<file path="src/hw/adcc_cfg.svh">
/*
 Register offsets, field positions, reset values and timing counts of the
 converter control block. Assumes a byte-addressed Avalon-MM register port.
*/
`ifndef ADCC_CFG_SVH
`define ADCC_CFG_SVH

// ============================================================
// Register byte offsets
`define ADCC_OFS_CTRL       5'h00
`define ADCC_OFS_CLK        5'h04
`define ADCC_OFS_REF        5'h08
`define ADCC_OFS_DATA_HI    5'h0c
`define ADCC_OFS_DATA_LO    5'h10
`define ADCC_OFS_INT        5'h14

// ============================================================
// Control and interrupt register fields
`define ADCC_CTRL_START     7
`define ADCC_CTRL_BUSY      6
`define ADCC_CTRL_PDOWN     5
`define ADCC_CTRL_CH_HI     2
`define ADCC_INT_GLOBAL     0
`define ADCC_INT_LOCAL      1
`define ADCC_INT_FLAG       2

// ============================================================
// Reset values
`define ADCC_RST_BUSY       1'b1
`define ADCC_RST_PDOWN      1'b1
`define ADCC_RST_CH         3'h0
`define ADCC_RST_CLKSEL     3'h0
`define ADCC_RST_REF        4'h0

// ============================================================
// Timing
`define ADCC_CONV_PERIODS   5'h10

`endif

</file>
<file path="src/hw/adcc_pkg.sv">
/*
 Types shared by the converter control block.
 Assumes the constants of adcc_cfg.svh are included where needed.
*/
`default_nettype none
package adcc_pkg;

	typedef enum logic [2:0] {
		ADCC_IDLE = 3'b001,
		ADCC_HOLD = 3'b010,
		ADCC_CONV = 3'b100
	} adcc_state_e;

	typedef logic [11:0] adcc_result_t;

endpackage

`default_nettype wire

</file>
<file path="src/hw/adcc_ctrl.sv">
/*
 Digital control of a 12-bit successive-approximation converter: register
 file on Avalon-MM, start/reset sequencing, clock divider, busy and request
 flags, reference and channel routing. Assumes the analog core samples on
 conv_clk_en_o, and that result_i is stable at the end of a conversion.
*/
// Contract
// High reference follows select field bits 3:2
// Low reference follows select field bits 1:0
// Reference register bits 7:4 read zero
// Software avoids external code on unbonded packages
// Start low-high-low begins one conversion
// Start held high resets core, busy one
// Busy clears when conversion finishes
// Conversion end sets request flag, gated interrupt
// Software sets both enables for interrupt
// Converter clock divided from system clock
// Converter powered only while power-down zero
// Software waits settling after power-up
// Conversion lasts sixteen converter clock periods
// Software starts sequence from start low
// Software reads result after busy low
// Unsigned 12-bit result, full scale ones
// Software powers down when idle
// Clock codes divide by 1 to 64
// Result split high byte, low nibble
// Channel field selects one of eight
// Request flag held until written zero
`timescale 1ns/10ps
`default_nettype none
`include "adcc_cfg.svh"

module adcc_ctrl
	import adcc_pkg::*;
(
	input  wire logic        clk_i,
	input  wire logic        rstn_i,
	input  wire logic [4:0]  address_i,
	input  wire logic        read_i,
	input  wire logic        write_i,
	input  wire logic [31:0] writedata_i,
	input  wire logic [3:0]  byteenable_i,
	output logic      [31:0] readdata_o,
	output logic             waitrequest_o,
	input  wire logic [11:0] result_i,
	output logic             conv_reset_o,
	output logic             conv_power_down_o,
	output logic             conv_clk_en_o,
	output logic             conv_sample_o,
	output logic      [2:0]  input_channel_o,
	output logic      [2:0]  high_reference_route_o,
	output logic      [2:0]  low_reference_route_o,
	output logic             irq_o
);

	// ============================================================
	// Functions
	function automatic logic div_tick(input logic [5:0] cnt, input logic [2:0] sel);
		logic [5:0] mask;
		mask = 6'h3f >> (3'h6 - ((sel == 3'h7) ? 3'h6 : sel));
		div_tick = ((cnt & mask) == 6'h00);
	endfunction

	function automatic logic [2:0] ref_route(input logic [1:0] sel);
		ref_route = sel[1] ? 3'h4 : (sel[0] ? 3'h2 : 3'h1);
	endfunction

	// ============================================================
	// State
	adcc_state_e  state_reg;
	logic         start_reg;
	logic         busy_reg;
	logic         pdown_reg;
	logic [2:0]   channel_reg;
	logic [2:0]   clksel_reg;
	logic [1:0]   href_reg;
	logic [1:0]   lref_reg;
	logic         gie_reg;
	logic         lie_reg;
	logic         flag_reg;
	adcc_result_t result_reg;
	adcc_result_t res_meta_reg;
	adcc_result_t res_sync_reg;
	logic [5:0]   div_reg;
	logic [4:0]   tick_cnt_reg;
	logic         waitreq_reg;
	logic [10:0]  conv_cyc_reg;
	logic         sel_moved_reg;

	logic         req;
	logic         wr_go;
	logic         wr_lane;
	logic         tick;
	logic         conv_done;
	logic         start_fall;

	assign req        = read_i | write_i;
	assign wr_go      = write_i & ~waitreq_reg;
	assign wr_lane    = wr_go & byteenable_i[0];
	assign tick       = div_tick(div_reg, clksel_reg);
	assign start_fall = wr_lane && (address_i == `ADCC_OFS_CTRL)
	                    && start_reg && !writedata_i[`ADCC_CTRL_START];
	assign conv_done  = (state_reg == ADCC_CONV) && tick
	                    && (tick_cnt_reg == `ADCC_CONV_PERIODS - 5'h01);

	// ============================================================
	// Bus handshake: one wait cycle, read data latched with it, writes taken after it
	always_ff @(posedge clk_i or negedge rstn_i) begin
		if (!rstn_i) begin
			waitreq_reg <= 1'b1;
		end else begin
			waitreq_reg <= !(req && waitreq_reg);
		end
	end
	assign waitrequest_o = waitreq_reg;

	always_ff @(posedge clk_i or negedge rstn_i) begin
		if (!rstn_i) begin
			readdata_o <= 32'h0000_0000;
		end else if (read_i && waitreq_reg) begin
			unique case (address_i)
				`ADCC_OFS_CTRL:    readdata_o <= {24'h0, start_reg, busy_reg, pdown_reg,
				                                 2'b00, channel_reg};
				`ADCC_OFS_CLK:     readdata_o <= {29'h0, clksel_reg};
				`ADCC_OFS_REF:     readdata_o <= {28'h0, href_reg, lref_reg};
				`ADCC_OFS_DATA_HI: readdata_o <= {24'h0, result_reg[11:4]};
				`ADCC_OFS_DATA_LO: readdata_o <= {24'h0, result_reg[3:0], 4'h0};
				`ADCC_OFS_INT:     readdata_o <= {29'h0, flag_reg, lie_reg, gie_reg};
				default:           readdata_o <= 32'h0000_0000;
			endcase
		end
	end

	// ============================================================
	// Software-written configuration
	always_ff @(posedge clk_i or negedge rstn_i) begin
		if (!rstn_i) begin
			start_reg   <= 1'b0;
			pdown_reg   <= `ADCC_RST_PDOWN;
			channel_reg <= `ADCC_RST_CH;
		end else if (wr_lane && address_i == `ADCC_OFS_CTRL) begin
			start_reg   <= writedata_i[`ADCC_CTRL_START];
			pdown_reg   <= writedata_i[`ADCC_CTRL_PDOWN];
			channel_reg <= writedata_i[`ADCC_CTRL_CH_HI:0];
		end
	end

	always_ff @(posedge clk_i or negedge rstn_i) begin
		if (!rstn_i) begin
			clksel_reg <= `ADCC_RST_CLKSEL;
			href_reg   <= 2'(`ADCC_RST_REF >> 2);
			lref_reg   <= 2'(`ADCC_RST_REF);
			gie_reg    <= 1'b0;
			lie_reg    <= 1'b0;
		end else if (wr_lane) begin
			if (address_i == `ADCC_OFS_CLK) begin
				clksel_reg <= writedata_i[2:0];
			end
			if (address_i == `ADCC_OFS_REF) begin
				href_reg <= writedata_i[3:2];
				lref_reg <= writedata_i[1:0];
			end
			if (address_i == `ADCC_OFS_INT) begin
				gie_reg <= writedata_i[`ADCC_INT_GLOBAL];
				lie_reg <= writedata_i[`ADCC_INT_LOCAL];
			end
		end
	end

	// ============================================================
	// Conversion sequencing
	// Divider restarts on the start fall so period one is a full period
	always_ff @(posedge clk_i or negedge rstn_i) begin
		if (!rstn_i) begin
			div_reg <= 6'h00;
		end else if (start_fall) begin
			div_reg <= 6'h01;
		end else begin
			div_reg <= div_reg + 6'h01;
		end
	end

	always_ff @(posedge clk_i or negedge rstn_i) begin
		if (!rstn_i) begin
			state_reg    <= ADCC_IDLE;
			tick_cnt_reg <= 5'h00;
		end else if (pdown_reg) begin
			state_reg    <= ADCC_IDLE;
			tick_cnt_reg <= 5'h00;
		end else begin
			unique case (state_reg)
				ADCC_IDLE, ADCC_CONV: begin
					if (start_reg) begin
						state_reg <= ADCC_HOLD;
					end else if (conv_done) begin
						state_reg <= ADCC_IDLE;
					end
					if (state_reg == ADCC_CONV && tick) begin
						tick_cnt_reg <= tick_cnt_reg + 5'h01;
					end
				end
				ADCC_HOLD: begin
					tick_cnt_reg <= 5'h00;
					if (start_fall) begin
						state_reg <= ADCC_CONV;
					end
				end
			endcase
		end
	end

	always_ff @(posedge clk_i or negedge rstn_i) begin
		if (!rstn_i) begin
			conv_cyc_reg  <= 11'h000;
			sel_moved_reg <= 1'b0;
		end else begin
			conv_cyc_reg  <= (state_reg == ADCC_CONV) ? conv_cyc_reg + 11'h001 : 11'h000;
			sel_moved_reg <= !start_fall
			                 && (sel_moved_reg || (wr_lane && address_i == `ADCC_OFS_CLK));
		end
	end

	// Busy stays high after an abort by power-down: no result was made
	always_ff @(posedge clk_i or negedge rstn_i) begin
		if (!rstn_i) begin
			busy_reg <= `ADCC_RST_BUSY;
		end else if (start_reg) begin
			busy_reg <= 1'b1;
		end else if (conv_done && !pdown_reg) begin
			busy_reg <= 1'b0;
		end
	end

	// Analog result is asynchronous to clk_i
	always_ff @(posedge clk_i or negedge rstn_i) begin
		if (!rstn_i) begin
			res_meta_reg <= 12'h000;
			res_sync_reg <= 12'h000;
			result_reg   <= 12'h000;
		end else begin
			res_meta_reg <= result_i;
			res_sync_reg <= res_meta_reg;
			if (conv_done && !pdown_reg) begin
				result_reg <= res_sync_reg;
			end
		end
	end

	// Set wins over a software clear in the same cycle
	always_ff @(posedge clk_i or negedge rstn_i) begin
		if (!rstn_i) begin
			flag_reg <= 1'b0;
		end else if (conv_done && !pdown_reg) begin
			flag_reg <= 1'b1;
		end else if (wr_lane && address_i == `ADCC_OFS_INT
		             && !writedata_i[`ADCC_INT_FLAG]) begin
			flag_reg <= 1'b0;
		end
	end

	// ============================================================
	// Outputs toward the analog side and the interrupt line
	always_ff @(posedge clk_i or negedge rstn_i) begin
		if (!rstn_i) begin
			conv_reset_o           <= 1'b1;
			conv_power_down_o      <= 1'b1;
			conv_clk_en_o          <= 1'b0;
			conv_sample_o          <= 1'b0;
			input_channel_o        <= 3'h0;
			high_reference_route_o <= 3'h1;
			low_reference_route_o  <= 3'h1;
			irq_o                  <= 1'b0;
		end else begin
			conv_reset_o           <= (state_reg != ADCC_CONV);
			conv_power_down_o      <= pdown_reg;
			conv_clk_en_o          <= tick && (state_reg == ADCC_CONV);
			conv_sample_o          <= conv_done;
			input_channel_o        <= channel_reg;
			high_reference_route_o <= ref_route(href_reg);
			low_reference_route_o  <= ref_route(lref_reg);
			irq_o                  <= flag_reg && gie_reg && lie_reg;
		end
	end
endmodule

`default_nettype wire

</file>
<file path="config.mk">
export PLATFORM = sky130hd
export DESIGN_NAME = adcc_ctrl
export DESIGN_NICKNAME = d
export VERILOG_FILES = /design/src/hw/adcc_pkg.sv /design/src/hw/adcc_ctrl.sv
export VERILOG_INCLUDE_DIRS = /design/src /design/src/hw
export SDC_FILE = /design/constraint.sdc
export NUM_CORES = 1
export LEC_CHECK = 0
export BUFFER_PORTS_ARGS = -buffer_cell sky130_fd_sc_hd__buf_2
export CAP_MARGIN = 10
export CORE_UTILIZATION = 55
export DETAILED_ROUTE_END_ITERATION = 6
export HOLD_SLACK_MARGIN = 0.12
export PLACE_DENSITY = 0.84
export SLEW_MARGIN = 20
export SYNTH_ARGS = -nofsm -noshare
export SYNTH_HDL_FRONTEND = slang
export SYNTH_SLANG_ARGS = --single-unit
export TNS_END_PERCENT = 100
</file>
<file path="constraint.sdc">
create_clock -name clk_i -period 4.7 [get_ports clk_i]
set_input_delay 0.235 -clock clk_i [delete_from_list [all_inputs] [get_ports clk_i]]
set_output_delay 0.235 -clock clk_i [all_outputs]
set_load 0.02 [all_outputs]
</file>
==> flow_summary.yaml, run 1 <==
grt:
  use_met2: 0.303
  use_met3: 0.0467
  grt_start_max_net_pins: 90
  grt_antenna_before_repair: 0
  grt_first_pass_wirelength_um: 10200
  gr-usage-all-layers: 0.192
  grt_pass1_vias: 2203
  grt_busiest_layer: "met2"
  met1_usage: 0.242
  grt_remaining_overflow: 0
synth:
  ys_types: 47
  synth.area.top_cells: "dfrtp_1 56%, dfstp_2 5.8%, buf_4 5.4%"
  syn_area_per_cell_um2: 13.4
  yosysMostFrequentCell: "dfrtp_1"
  ys_ff_latch: 89
  dominantRegCellSynth: "dfrtp_1"
  yosysTopAreaCellShare: 0.558
  synth.cells.most_frequent: "81 x dfrtp_1, 26 x buf_4, 17 x mux2_2, 16 x o21ai_0, 14 x nand2_1"
  synth_area_mm2: 0.00363
  syn_inst: 271
  yosysWarnings: 0
  synth_edf_count: 0
  seq_area_frac_synth: 0.616
  ys_async_sr_fraction: 1.00
  yosysTopAreaCell: "dfrtp_1"
floorplan:
  die_h_um: 83.3
  initial_core_util: 0.572
  die-area_mm2: 0.00693
  fp-row-count: 29
  core_mm2: 0.00635
  io_pins: 104
  die_w_um: 83.3
clock_network:
  cts_root_buf: "clkbuf_8"
  post_cts_buffers: 0
  path_clk_slew_ns: 0.08
  cts_tree: "built"
  cts-resized-gates: 0
  cts_buffer_depth: 2
  holdBufCountCts: 18
  htree_levels: 3
  cts_buffers: 9
  insertion_delay_ns: 0.36
  numClockSinks: 89
timing:
  timing.fmax_ghz: 0.362
  finalHoldViolCount: 0
  setup-violations-final: 0
  slew_viol_final: 0
  fin_skew_ns: 0.00967
  max_slew_margin: 0.492
  rsz0062_at_grt: "no"
  tns_ns: 0
  worst_pin_slew_ns: 0.762
  fin_crit_sh: 0.588
  fin_crit_ns: 2.76
flow_run:
  drv_cap: 0
power:
  power_density_mw_per_mm2: 355
  clockPowerShare: 0.302
  leakagePower_uw: 0.00203
  power.internal_uw: 1090
  p_sw_uw: 393
  peakVddDrop_uv: 250
  seqPwrFrac: 0.583
  power_frac_comb: 0.114
  switching_share: 0.265
critical_path:
  cp.required_ns: 4.95
  start_kind: "register"
  worstPathArrival_ns: 3.01
  worst-setup-path-type: "register to register"
  end_kind: "register"
  critPathMaxFanout: 14
status:
  status: "complete, no violations"
finish:
  syn2layout_area_growth_pct: 15.1
  antenna_cells: 0
  seqCellArea_mm2: 0.00224
  final_layout_size_suffix_gt1_frac: 0.292
  utilization: 0.658
  multiInputGateArea_mm2: 0.00123
  final.fill_count: 454
  nNetsFinal: 403
drt:
  firstDrtPassIters: 4
  drcViolationCount: 0
  ant_nets: 0
  wl_per_cell_um: 14.3
  first_iter_violations: 67
  wl_um: 6070
  num_vias: 2203
  avgViaCountPerCell: 5.21
min_path:
  min_path_type: "input pin to register"
place:
  place.gp.congestion: 0.767
  dp_hpwl_um: 4090
  io_buffers: 50
[cells by family (layout without fill, tap and decap cells)]
| family | after synthesis | in the layout | synth area share |
|---|---|---|---|
| AO/OA/AOI/OAI | 41 | 41 | 0.0848 |
| XOR/XNOR | 6 | 6 | 0.0145 |
| adder cells (fa/ha/maj) | 4 | 4 | 0.0138 |
| buffers and inverters | 36 | 88 | 0.0693 |
| flip-flops | 89 | 89 | 0.616 |
| multiplexers | 30 | 30 | 0.0913 |
| other | 1 | 24 | 0.00103 |
| AND/OR/NAND/NOR | 64 | 64 | 0.109 |
[cell type report]
type	instances	area share
Tap cell	77	0.0231
Multi-Input combinational cell	169	0.294
Clock buffer	11	0.0338
Timing Repair Buffer	68	0.104
Sequential cell	89	0.535
Inverter	5	0.00449
Clock inverter	4	0.00479
[critical path, cell delays in order, from the launching register on]
cell      delay, ns
dfrtp_1        0.45
a21boi_0       0.21
ha_1           0.28
a211oi_2       0.29
nor2_4         0.09
nor4_4         0.30
and3_1         0.61
mux2_2         0.41
[path summary, 6_finish.rpt]
kind / start / slack, ns / cells past startpoint / end
max: clksel_reg[2] / 1.94 / 7 / result_reg[2]
min: writedata_i[0] / 0.17 / 2 / channel_reg[0]
max reg2reg: clksel_reg[2] / 1.94 / 7 / result_reg[2]
min reg2reg: res_meta_reg[3] / 0.35 / 0 / res_sync_reg[3]
max in group asynchronous: rstn_i / 3.69 / 2 / div_reg[2]
min in group asynchronous: rstn_i / 0.50 / 2 / high_reference_route_o[2]
[routing by layer]
layer  vias to the layer above  part of all wire
met5                         -                 0
met4                         0             0.025
met3                        14             0.041
met2                        52              0.48
met1                      1098              0.45
li1                       1039                 -
[placed cells by master, fill, tap and decap left out, types with 8 or more instances in the layout]
cell type	n
a32oi_1	8
nand2_1	14
dfrtp_1	81
dfstp_2	8
buf_2	49
mux2_2	17
mux2_1	8
dlygate4sd3_1	18
o21ai_0	16
clkbuf_8	10
conb_1	24
nor2_1	13
[stage by stage]
step | std cells | power [µW] | instance area (µm²) | hold WS (ns) | setup slack (ns)
after detailed placement | 390 | 1040 | 3830 | 0.335 | 1.95
after CTS | 423 | 1490 | 4180 | 0.152 | 1.92
after global routing | 423 | 1550 | 4180 | 0.167 | 1.76
after floorplan | 294 | 993 | 3720 | -0.0606 | 2.39
final | 423 | 1480 | 4180 | 0.168 | 1.94
after global placement | 390 | 1030 | 3830 | 0.331 | 2.00
[power groups by stage]
stage          logic, µW  registers (µW)  clock network [µW]
5_1_grt              188             872                 488
3_5_place_dp         158             879                   0
3_3_place_gp         153             877                   0
4_1_cts              170             866                 457
6_report             170             866                 449
2_1_floorplan        111             882                   0
No activity file was read; power rests on OpenSTA's default activity.
==> run 2: changes to the inputs <==
- ABC_AREA: unset -> 1
- CORE_UTILIZATION: 55 -> 52
- PLACE_DENSITY: 0.84 -> 0.8
- clock period: 4.7 -> 2.6 ns (I/O delays scaled with it)
==> flow_summary.yaml, run 2 <==
status:
  status: "complete, no violations"
clock_network:
  numClockSinks: 89
  cts_buffer_depth: 2
  htree_levels: 3
  cts_root_buf: "clkbuf_8"
  cts_buffers: 9
  post_cts_buffers: 0
  cts_tree: "built"
  insertion_delay_ns: 0.36
  path_clk_slew_ns: 0.08
drt:
  ant_nets: 0
  wl_um: 6650
  first_iter_violations: 141
  avgViaCountPerCell: 4.85
  num_vias: 2690
  firstDrtPassIters: 4
  wl_per_cell_um: 12.0
  drcViolationCount: 0
timing:
  slew_viol_final: 0
  worst_pin_slew_ns: 0.590
  fin_crit_ns: 2.04
  max_slew_margin: 0.607
  tns_ns: 0
  timing.fmax_ghz: 0.489
  setup-violations-final: 0
  fin_crit_sh: 0.786
  rsz0062_at_grt: "no"
  fin_skew_ns: 0.0112
  finalHoldViolCount: 0
synth:
  dominantRegCellSynth: "dfrtp_1"
  ys_types: 34
  ys_async_sr_fraction: 1.00
  seq_area_frac_synth: 0.604
  ys_ff_latch: 89
  yosysTopAreaCellShare: 0.547
  synth.area.top_cells: "dfrtp_1 55%, nand2_1 11%, dfstp_2 5.7%"
  synth.cells.most_frequent: "105 x nand2_1, 81 x dfrtp_1, 30 x nand3_1, 28 x inv_1, 25 x buf_4"
  syn_area_per_cell_um2: 9.79
  synth_edf_count: 0
  yosysWarnings: 0
  yosysTopAreaCell: "dfrtp_1"
  syn_inst: 378
  yosysMostFrequentCell: "nand2_1"
  synth_area_mm2: 0.00370
min_path:
  min_path_type: "input pin to register"
  holdPathStages: 3
place:
  io_buffers: 50
  dp_hpwl_um: 4520
  place.gp.congestion: 0.825
critical_path:
  worst-setup-path-type: "register to register"
  end_kind: "register"
  start_kind: "register"
  worstPathArrival_ns: 2.30
  critPathMaxFanout: 14
  r2r_cells: 11
  cp.required_ns: 2.85
power:
  leakagePower_uw: 0.00229
  power_density_mw_per_mm2: 660
  peakVddDrop_uv: 382
floorplan:
  die_w_um: 86.4
  initial_core_util: 0.542
  io_pins: 104
  die-area_mm2: 0.00746
  die_h_um: 86.4
  core_mm2: 0.00683
  fp-row-count: 30
finish:
  final_common_cell: "nand2_1"
  nNetsFinal: 515
  final_layout_size_suffix_gt1_frac: 0.200
  utilization: 0.639
  mostFrequentLayoutCells: "105 x nand2_1, 81 x dfrtp_1, 49 x buf_2"
  antenna_cells: 0
  syn2layout_area_growth_pct: 17.9
grt:
  grt_pass1_vias: 2506
  grt_first_pass_wirelength_um: 11300
  grt_antenna_before_repair: 0
  grt_start_max_net_pins: 47
  grt_remaining_overflow: 0
  gr-usage-all-layers: 0.201
flow_run:
  drv_cap: 0
## run 2: changes by cell type in the layout (fill, tap and decap cells not counted), moves of 6 or more
cell     change
a32oi_1      -8
nand2_1     +91
nand3_1     +25
inv_1       +23
nor2_1       +9
o21ai_0      +6
nand4_1     +13
mux2_2      -16
mux2_1       -8
## run 2: logic make-up after synthesis
family	synth area share
AND/OR/NAND/NOR	0.231
multiplexers	0.00575
flip-flops	0.604
adder cells (fa/ha/maj)	0.0135
other	0.00101
XOR/XNOR	0.00710
buffers and inverters	0.0970
AO/OA/AOI/OAI	0.0399
## run 2: worst max-delay path: stages (launching register included)
cell and delay [ns]:
dfrtp_1 0.46, nand2_1 0.10, and2_1 0.15, ha_1 0.28, nand2_1 0.07, nand2_1 0.07
nor2_2 0.14, nand4_2 0.13, inv_2 0.22, nand2_4 0.16, nand2_1 0.11, nand2_1 0.05
## run 2: layout make-up
class	count	area, µm²
fill	565	2460
sequential	89	2240
multi-input combinational	249	1190
timing repair buffer	74	483
clock buffer	10	128
tap	96	120
inverter	31	116
clock inverter	6	90.1
## run 2: metal layers
metal,vias to the layer above,part of all wire,GRT usage
met5,-,0,0
met4,0,0.023,0.0894
met3,16,0.050,0.0619
met2,98,0.48,0.326
met1,1260,0.44,0.250
li1,1316,-,-
## run 2: path summary, 6_finish.rpt
path,to,from,slack (ns)
worst max-delay path,result_reg[0],clksel_reg[2],0.56
worst min-delay path,start_reg,writedata_i[7],0.14
worst max register to register,result_reg[0],clksel_reg[2],0.56
worst min register to register,res_sync_reg[10],res_meta_reg[10],0.35
max in group asynchronous,waitrequest_o,rstn_i,1.53
min in group asynchronous,div_reg[1],rstn_i,0.31
## run 2: timing repair
item / in CTS / in global routing
hold buffers: 20 / 0
hold endpoints to repair: 62 / 0
gates resized for setup: 0 / 0
## run 2: stage by stage
step | hold WS [ns] | power (µW) | worst slack, ns | cell area (µm²) | cells
floorplan | -0.166 | 1780 | 0.852 | 3790 | 401
global placement | 0.161 | 1840 | 0.618 | 3950 | 519
detailed placement | 0.170 | 1860 | 0.557 | 3950 | 519
CTS | 0.128 | 2900 | 0.540 | 4370 | 555
global route | 0.146 | 3020 | 0.359 | 4370 | 555
finish | 0.135 | 2880 | 0.557 | 4370 | 555
## run 2: where the power goes
part	total, µW	internal, µW	leakage, µW	switching, µW
logic	302	106	0.00104	196
clock network	1030	545	0.000107	481
registers	1550	1490	0.00114	66.6
